==> config.mk <==
export PLATFORM = sky130hd
export DESIGN_NAME = pdpm_monitor
export DESIGN_NICKNAME = d
export VERILOG_FILES = /design/src/pdpm_pkg.sv /design/src/pdpm_fifo.sv /design/src/pdpm_monitor.sv
export SDC_FILE = /design/constraint.sdc
export NUM_CORES = 2
export LEC_CHECK = 0
export BUFFER_PORTS_ARGS = -buffer_cell sky130_fd_sc_hd__buf_2
export CAP_MARGIN = 0
export CORE_MARGIN = 3
export CORE_UTILIZATION = 60
export CTS_BUF_LIST = sky130_fd_sc_hd__clkbuf_16
export DETAILED_ROUTE_END_ITERATION = 8
export GPL_ROUTABILITY_DRIVEN = 0
export PLACE_DENSITY = 0.84
export SETUP_SLACK_MARGIN = 0.2
export SYNTH_ARGS = -nofsm -noshare
export SYNTH_HDL_FRONTEND = slang
export SYNTH_HIERARCHICAL = 1
export SYNTH_SLANG_ARGS = --single-unit
==> constraint.sdc <==
create_clock -name clk -period 7.1 [get_ports clk]
set_input_delay 0.71 -clock clk [delete_from_list [all_inputs] [get_ports clk]]
set_output_delay 0.71 -clock clk [all_outputs]
set_load 0.005 [all_outputs]
==> src/pdpm_pkg.sv <==
// Package with constants and types for the DMA performance monitor
package pdpm_pkg;

	// ************************************************************
	// Register map (word index times four)
	// ************************************************************
	localparam logic [7:0] OFS_ENG0_C2S = 8'h00;
	localparam logic [7:0] OFS_ENG1_C2S = 8'h04;
	localparam logic [7:0] OFS_ENG0_S2C = 8'h08;
	localparam logic [7:0] OFS_ENG1_S2C = 8'h0C;
	localparam logic [7:0] OFS_TX_UTIL = 8'h10;
	localparam logic [7:0] OFS_RX_UTIL = 8'h14;
	localparam logic [7:0] OFS_TX_PAY = 8'h18;
	localparam logic [7:0] OFS_RX_PAY = 8'h1C;
	localparam logic [7:0] OFS_CONTROL = 8'h20;
	localparam logic [7:0] OFS_STATUS = 8'h24;
	localparam logic [31:0] RESET_VALUE = 32'h0000_0000;
	localparam int CONTROL_MONITOR_EN_BIT = 0;
	localparam int STATUS_FIFO_FULL_BIT = 0;
	localparam int STATUS_FIFO_EMPTY_BIT = 1;

	// ************************************************************
	// Timing
	// ************************************************************
	localparam int CLK_PERIOD_NS = 10;
	localparam longint INTERVAL_NS = 64'd1000000000;
	localparam int INTERVAL_CYCLES = int'(INTERVAL_NS / CLK_PERIOD_NS);

	// ************************************************************
	// Transaction layer fields
	// ************************************************************
	localparam logic [1:0] FMT_NO_DATA_3DW = 2'h0;
	localparam logic [6:0] TYPE_MEM_WRITE = 7'h40;
	localparam logic [6:0] TYPE_COMPLETION = 7'h4A;

	// One beat of a 64-bit transaction interface
	typedef struct packed {
		logic valid;
		logic ready;
		logic sop;
		logic eop;
		logic [7:0] keep;
		logic [63:0] data;
	} pdpm_beat_t;

	// One beat of a user streaming interface
	typedef struct packed {
		logic valid;
		logic ready;
		logic [7:0] keep;
	} pdpm_stream_t;

	typedef enum logic [1:0] {
		PDPM_IDLE = 2'h0,
		PDPM_HDR = 2'h1,
		PDPM_BODY = 2'h3
	} pdpm_pkt_state_t;

endpackage

==> src/pdpm_fifo.sv <==
// Snapshot FIFO between the interval timer and software reads
`timescale 1ns/100ps
module pdpm_fifo #(
	parameter int WIDTH = 32,
	parameter int DEPTH = 32
) (
	input wire logic clk,
	input wire logic resetn,
	input wire logic in_valid,
	output logic in_ready,
	input wire logic [WIDTH-1:0] in_data,
	output logic out_valid,
	input wire logic out_ready,
	output logic [WIDTH-1:0] out_data,
	output logic full,
	output logic empty
);
	localparam int AW = $clog2(DEPTH);

	if (DEPTH < 2 || (1 << AW) != DEPTH) begin
		$error("pdpm_fifo depth must be a power of two");
	end

	logic [WIDTH-1:0] mem [DEPTH];
	logic [AW:0] wr_ptr;
	logic [AW:0] rd_ptr;
	wire push = in_valid && in_ready;
	wire pop = out_valid && out_ready;

	assign full = (wr_ptr[AW] != rd_ptr[AW]) && (wr_ptr[AW-1:0] == rd_ptr[AW-1:0]);
	assign empty = wr_ptr == rd_ptr;
	assign in_ready = !full;
	assign out_valid = !empty;
	assign out_data = mem[rd_ptr[AW-1:0]];

	always_ff @(posedge clk) begin
		if (push) begin
			mem[wr_ptr[AW-1:0]] <= in_data;
		end
	end

	always_ff @(posedge clk or negedge resetn) begin
		if (!resetn) begin
			wr_ptr <= '0;
			rd_ptr <= '0;
		end else begin
			wr_ptr <= wr_ptr + (AW+1)'(push);
			rd_ptr <= rd_ptr + (AW+1)'(pop);
		end
	end
endmodule

==> src/pdpm_monitor.sv <==
// Performance counters for a packet DMA on a 64-bit PCIe transaction interface
// How it works
// - Card_to_system engine fetches descriptor, then writes payload to host buffer.
// - System_to_card engine fetches descriptor, then reads buffer and takes completions.
// - After each buffer, engine issues one descriptor update write.
// - Descriptor fetch returns 32 bytes as one completion payload.
// - Card_to_system descriptor update write carries 12 bytes of status.
// - With 64-byte completion boundary, two completions per 128-byte read are accepted.
// - Writes obey negotiated max payload; reads obey negotiated max read request.
// - Two card_to_system and two system_to_card engines, one pair per path.
// - With both paths active, bandwidth is shared per direction.
// - Each engine counts payload bytes delivered on its user stream.
// - Transmit utilization counts every outbound byte, headers included.
// - Receive utilization counts every inbound byte, headers included.
// - Transmit payload counts only upstream memory write payload.
// - Receive payload counts only downstream completion payload.
// - The eight counter registers refresh once per second with a full interval.
// - Counters watch 64-bit interface and handle unaligned data.
`timescale 1ns/100ps
module pdpm_monitor #(
	parameter int INTERVAL = pdpm_pkg::INTERVAL_CYCLES,
	parameter int ENGINES = 4,
	parameter int FIFO_DEPTH = 32
) (
	input wire logic clk,
	input wire logic resetn,
	input wire logic [7:0] reg_addr,
	input wire logic [31:0] reg_wdata,
	input wire logic reg_write,
	input wire logic reg_read,
	output logic [31:0] reg_rdata,
	input wire pdpm_pkg::pdpm_beat_t outbound_txn_port,
	input wire pdpm_pkg::pdpm_beat_t inbound_txn_port,
	input wire pdpm_pkg::pdpm_stream_t [3:0] engine_stream,
	output logic interval_tick
);
	// ************************************************************
	// Parameter checks
	// ************************************************************
	if (ENGINES != 4) begin
		$error("pdpm_monitor serves exactly two engine pairs");
	end
	if (INTERVAL < 2) begin
		$error("pdpm_monitor interval too short");
	end

	// ************************************************************
	// Helper functions
	// ************************************************************
	function automatic logic [3:0] keep_bytes(input logic [7:0] keep);
		logic [3:0] n;
		n = 4'h0;
		for (int i = 0; i < 8; i++) begin
			n = n + {3'h0, keep[i]};
		end
		return n;
	endfunction

	// Saturating add keeps a busy interval from wrapping to a small value
	function automatic logic [31:0] sat_add(input logic [31:0] acc, input logic [3:0] inc);
		logic [32:0] s;
		s = {1'b0, acc} + {29'h0, inc};
		return s[32] ? 32'hFFFF_FFFF : s[31:0];
	endfunction

	// ************************************************************
	// Control register and interval timer
	// ************************************************************
	logic monitor_en;
	logic [31:0] tick_count;
	wire ctrl_write = reg_write && (reg_addr == pdpm_pkg::OFS_CONTROL);
	wire tick = monitor_en && (tick_count == 32'(INTERVAL - 1));
	assign interval_tick = tick;

	always_ff @(posedge clk or negedge resetn) begin
		if (!resetn) begin
			monitor_en <= 1'b1;
		end else if (ctrl_write) begin
			monitor_en <= reg_wdata[pdpm_pkg::CONTROL_MONITOR_EN_BIT];
		end
	end

	always_ff @(posedge clk or negedge resetn) begin
		if (!resetn) begin
			tick_count <= 32'h0000_0000;
		end else if (!monitor_en || tick) begin
			tick_count <= 32'h0000_0000;
		end else begin
			tick_count <= tick_count + 32'h0000_0001;
		end
	end

	// ************************************************************
	// Packet tracking on the transaction interfaces
	// ************************************************************
	// The first beat of a 3DW header carries DW0/DW1, the second DW2 and the first
	// data DW, so payload starts mid-beat: only the upper half of beat two counts.
	pdpm_pkg::pdpm_pkt_state_t tx_state;
	pdpm_pkg::pdpm_pkt_state_t rx_state;
	logic tx_is_write;
	logic rx_is_cpl;
	wire tx_take = outbound_txn_port.valid && outbound_txn_port.ready;
	wire rx_take = inbound_txn_port.valid && inbound_txn_port.ready;
	logic tx_hdr4_q;
	wire tx_sop_write = outbound_txn_port.data[30] && (outbound_txn_port.data[28:24] == 5'h00);
	wire rx_sop_cpl = inbound_txn_port.data[30] && (inbound_txn_port.data[28:24] == 5'h0A);
	wire tx_hdr4 = outbound_txn_port.data[29];
	// Header size is only readable on the start beat, so beat two uses the held flag
	wire [7:0] tx_pay_keep = (tx_state == pdpm_pkg::PDPM_HDR)
		? (tx_hdr4_q ? 8'h00 : {outbound_txn_port.keep[7:4], 4'h0})
		: outbound_txn_port.keep;
	wire [7:0] rx_pay_keep = (rx_state == pdpm_pkg::PDPM_HDR)
		? {inbound_txn_port.keep[7:4], 4'h0}
		: inbound_txn_port.keep;
	wire tx_count_pay = tx_take && tx_is_write && (tx_state != pdpm_pkg::PDPM_IDLE);
	wire rx_count_pay = rx_take && rx_is_cpl && (rx_state != pdpm_pkg::PDPM_IDLE);

	always_ff @(posedge clk or negedge resetn) begin
		if (!resetn) begin
			tx_state <= pdpm_pkg::PDPM_IDLE;
			tx_is_write <= 1'b0;
			tx_hdr4_q <= 1'b0;
		end else if (tx_take) begin
			if (outbound_txn_port.sop && !outbound_txn_port.eop) begin
				tx_state <= pdpm_pkg::PDPM_HDR;
				tx_is_write <= tx_sop_write;
				tx_hdr4_q <= tx_hdr4;
			end else if (outbound_txn_port.eop) begin
				tx_state <= pdpm_pkg::PDPM_IDLE;
			end else begin
				tx_state <= pdpm_pkg::PDPM_BODY;
			end
		end
	end

	always_ff @(posedge clk or negedge resetn) begin
		if (!resetn) begin
			rx_state <= pdpm_pkg::PDPM_IDLE;
			rx_is_cpl <= 1'b0;
		end else if (rx_take) begin
			if (inbound_txn_port.sop && !inbound_txn_port.eop) begin
				rx_state <= pdpm_pkg::PDPM_HDR;
				rx_is_cpl <= rx_sop_cpl;
			end else if (inbound_txn_port.eop) begin
				rx_state <= pdpm_pkg::PDPM_IDLE;
			end else begin
				rx_state <= pdpm_pkg::PDPM_BODY;
			end
		end
	end

	// 4DW-header writes hold no data in beat two; payload begins on beat three
	wire [7:0] tx_keep_eff = (tx_state == pdpm_pkg::PDPM_HDR && tx_hdr4_q) ? 8'h00 : tx_pay_keep;

	// ************************************************************
	// Running counters
	// ************************************************************
	// Index 0..3 engines, 4 tx util, 5 rx util, 6 tx payload, 7 rx payload
	logic [31:0] run [8];
	logic [31:0] snap [8];
	logic [3:0] inc [8];

	always_comb begin
		for (int i = 0; i < 4; i++) begin
			inc[i] = (engine_stream[i].valid && engine_stream[i].ready)
				? keep_bytes(engine_stream[i].keep) : 4'h0;
		end
		inc[4] = tx_take ? keep_bytes(outbound_txn_port.keep) : 4'h0;
		inc[5] = rx_take ? keep_bytes(inbound_txn_port.keep) : 4'h0;
		inc[6] = tx_count_pay ? keep_bytes(tx_keep_eff) : 4'h0;
		inc[7] = rx_count_pay ? keep_bytes(rx_pay_keep) : 4'h0;
	end

	// A tick restarts the sum with this cycle's beat, so no count falls between
	always_ff @(posedge clk or negedge resetn) begin
		if (!resetn) begin
			for (int i = 0; i < 8; i++) begin
				run[i] <= pdpm_pkg::RESET_VALUE;
				snap[i] <= pdpm_pkg::RESET_VALUE;
			end
		end else begin
			for (int i = 0; i < 8; i++) begin
				if (tick) begin
					snap[i] <= run[i];
					run[i] <= {28'h0, inc[i]};
				end else if (monitor_en) begin
					run[i] <= sat_add(run[i], inc[i]);
				end
			end
		end
	end

	// ************************************************************
	// Tick history FIFO
	// ************************************************************
	// Holds total transmit utilization per interval; a status read pops one entry
	logic hist_valid;
	logic hist_ready;
	logic [31:0] hist_data;
	logic hist_full;
	logic hist_empty;
	logic hist_in_ready;
	wire status_read = reg_read && (reg_addr == pdpm_pkg::OFS_STATUS);
	assign hist_ready = status_read;

	pdpm_fifo #(
		.WIDTH(32),
		.DEPTH(FIFO_DEPTH)
	) u_hist (
		.clk(clk),
		.resetn(resetn),
		.in_valid(tick),
		.in_ready(hist_in_ready),
		.in_data(run[4]),
		.out_valid(hist_valid),
		.out_ready(hist_ready),
		.out_data(hist_data),
		.full(hist_full),
		.empty(hist_empty)
	);

	// ************************************************************
	// Register read port
	// ************************************************************
	logic [31:0] rd_mux;
	always_comb begin
		case (reg_addr)
			pdpm_pkg::OFS_ENG0_C2S: rd_mux = snap[0];
			pdpm_pkg::OFS_ENG1_C2S: rd_mux = snap[1];
			pdpm_pkg::OFS_ENG0_S2C: rd_mux = snap[2];
			pdpm_pkg::OFS_ENG1_S2C: rd_mux = snap[3];
			pdpm_pkg::OFS_TX_UTIL: rd_mux = snap[4];
			pdpm_pkg::OFS_TX_PAY: rd_mux = snap[6];
			pdpm_pkg::OFS_RX_UTIL: rd_mux = snap[5];
			pdpm_pkg::OFS_RX_PAY: rd_mux = snap[7];
			pdpm_pkg::OFS_CONTROL: rd_mux = {31'h0, monitor_en};
			pdpm_pkg::OFS_STATUS: rd_mux = hist_valid ? hist_data : 32'h0000_0000;
			default: rd_mux = 32'h0000_0000;
		endcase
	end

	always_ff @(posedge clk or negedge resetn) begin
		if (!resetn) begin
			reg_rdata <= 32'h0000_0000;
		end else if (reg_read) begin
			reg_rdata <= rd_mux;
		end else begin
			reg_rdata <= 32'h0000_0000;
		end
	end

	wire unused_ok = hist_full ^ hist_empty ^ hist_in_ready ^ (|reg_wdata[31:1]);
endmodule

==> run_results.csv <==
group,metric,value,unit
worst_hold_path,hp-class,"in -> async",
pwr,sw_frac_of_total,22.0,%
job,drv_cap,0,
clock_tree,cts_tree,"yes",
logic_synthesis,synth_area_per_cell,12.4,um2
sta,rsz0062_at_grt,"false",
drt,first_pass_iters,8,
placement,dp_hpwl,117,mm
sta,worst_pin_slew,1.38,ns
logic_synthesis,syn_nets,6120,
worst_setup_path,worstSetupPathType,"reg -> reg",
sta,relSlewSlack,7.17,%
sta,hold_violations,0,
sta,fmax,0.181,GHz
grt,grt_start_max_net_pins,212,
finish,fill_cells,7875,
pwr,power_frac_seq,53.5,%
pwr,p_leak,29.3,nW
finish,final_layout_size_suffix_gt1_share,10.0,%
clock_tree,h-tree-depth,4,
floorplan,core,0.118,mm2
worst_setup_path,end_kind,"register",
logic_synthesis,yosysWarnings,6,
clock_tree,clk_transition_reported_paths,0.06,ns
sta,hold_ws,0.0242,ns
worst_setup_path,slowest_delay,0.60,ns
clock_tree,worst_skew_pair.late_latency,0.79,ns
pwr,switchingPower,4.21,mW
grt,gr-usage-all-layers,30.7,%
clock_tree,post_cts_buffers,0,
finish,multiInputGateArea,0.0242,mm2
logic_synthesis,synthCells,5783,
grt,grt_antenna_before_repair,6,
clock_tree,cts_sinks,1620,
floorplan,die_area,0.124,mm2
clock_tree,cts-hold-fix-buffers,0,
worst_setup_path,critPathTopFamily,"adder cells",
floorplan,io_pins,269,
logic_synthesis,syn-cell-area,0.0719,mm2
drt,detail_route.wl_per_cell,25.6,um
worst_setup_path,critPathLaunchType,"register",
pwr,vdd_drop_max,0.000229,V
sta,setup_viol,0,
sta,clock_skew,0.0323,ns
sta,period_minus_slack,5.54,ns
grt,grt_pass1_vias,49050,
grt,grt_pass1_wl,293,mm
clock_tree,cts_resized,0,
placement,io_buffers,122,
pwr,powerDensity,242,mW/mm2
drt,drc,0,
floorplan,fp.dieH,352,um
clock_tree,cts.path.max_buffers,3,
pwr,comb_power_share,3.8,%
floorplan,die_w,352,um
finish,seq_area,0.0457,mm2
sta,period_share,78.0,%
pwr,clockPowerShare,42.7,%
worst_setup_path,cpMostUsedCell,"fa_1",
worst_setup_path,required,7.73,ns
worst_setup_path,crit_buf_inv,2,
sta,finalSetupTns,0,ns
drt,wl,194,mm
worst_setup_path,crit_fanout,5,
worst_setup_path,cp_slowest_cell,"nor4_1",
drt,via_per_inst,6.68,
grt,overflow,0,
floorplan,rows,126,
finish,layout.nets,6191,
clock_tree,cts_buffers,158,
drt,drtAntennaViolNets,0,
pwr,power.internal,14.9,mW
finish,areaGrowthSynthToFinish,10.2,%
floorplan,start_util,60.7,%
worst_setup_path,crit_chain,"nand2b_1, and2_1, fa_1, inv_1, fa_1, fa_1, inv_1, ha_1, fa_1, xnor2_1, nor2_1, ha_1, and3_1, o21ai_0, nor4_1, a21boi_0, a311oi_1",
drt,vias,50607,
sta,slew_viol_final,0,
drt,drt_iter0_drc,7145,
worst_setup_path,cp_data_arrival_time,6.17,ns
clock_tree,root_buffer,"clkbuf_16",
status,outcome,"finished clean",
## routing by layer
layer  track usage, %  share of wire, %  up-vias
met3             7.26                11      631
met4             16.3               5.9        2
met2             48.1                47     3320
met1             40.1                36    24809
met5                0            0.0046        -
li1                 -                 -    21845
## power by group through the flow
stage                     logic (mW)  registers (mW)  clock network [mW]
after global routing           0.835            10.2                8.60
final                          0.735            10.2                8.17
after detailed placement       0.725            10.4                   0
after CTS                      0.736            10.2                8.21
after floorplan                0.479            10.4                   0
after global placement         0.689            10.4                   0
## final cells by class
type                       count  share of cell area [%]
sequential                  1620                    57.7
multi-input combinational   3686                    30.6
clock buffer                 159                    5.02
tap                         1600                    2.53
timing repair buffer         258                    2.25
clock inverter               123                    1.33
inverter                     130                   0.626
antenna                        3                 0.00948
## metrics by stage
stage / power (mW) / area [um2] / instances / utilization (%) / worst slack (ns)
finish: 19.1 / 79200 / 7579 / 66.9 / 1.56
global route: 19.7 / 79200 / 7576 / 66.9 / 1.28
CTS: 19.2 / 79200 / 7576 / 66.9 / 1.61
detailed placement: 11.1 / 74200 / 7294 / 62.7 / 1.24
global placement: 11.1 / 74200 / 7294 / 62.7 / 1.32
floorplan: 10.8 / 71900 / 5783 / - / 2.01
## state kept, by name (all words and copies together) (netlist names), 2 cells and up
| register | cells |
|---|---|
| u_hist/mem | 1024 |
| run | 256 |
| snap | 256 |
| reg_rdata | 32 |
| tick_count | 32 |
| u_hist/rd_ptr | 6 |
| u_hist/wr_ptr | 6 |
| rx_state | 2 |
| tx_state | 2 |
## final timing paths
check | start | endpoint | slack (ns) | cells after the start
worst max-delay path | tx_state[1]$_DFFE_PN0P_ | run[52]$_DFFE_PN0P_ | 1.56 | 17
worst min-delay path | resetn | reg_rdata[30]$_DFF_PN0_ | 0.02 | 1
worst max register to register | tx_state[1]$_DFFE_PN0P_ | run[52]$_DFFE_PN0P_ | 1.56 | 17
worst min register to register | run[251]$_DFFE_PN0P_ | run[251]$_DFFE_PN0P_ | 0.47 | 1
max in group asynchronous | resetn | u_hist/rd_ptr[0]$_DFF_PN0_ | 5.48 | 2
min in group clk | outbound_txn_port[73] | tx_state[1]$_DFFE_PN0P_ | 0.12 | 2
## cell usage in the layout (no fill, tap or decap), types with 17 or more instances in the layout
cell and count:
edfxtp_1 1024, nand2_1 929, dfrtp_1 594, mux2i_1 544, nand3_1 219, a21oi_1 211
a22oi_1 177, nor2_1 176, inv_1 171, o21ai_0 163, clkbuf_16 159, buf_4 126
a31oi_1 122, nor3_1 120, buf_2 120, nand4_1 102, and3_1 81, nor4_1 62
ha_1 61, and4_1 59, a211oi_1 46, fa_1 40, xor2_1 37, and2_1 36
a221oi_1 36, nor3_2 34, mux2_2 33, o2bb2ai_1 29, a222oi_1 28, a311oi_1 28
xnor2_1 26, clkinv_1 25, a41oi_1 22, clkinv_2 20, o21a_1 17
(Power assumes the default switching activity.)
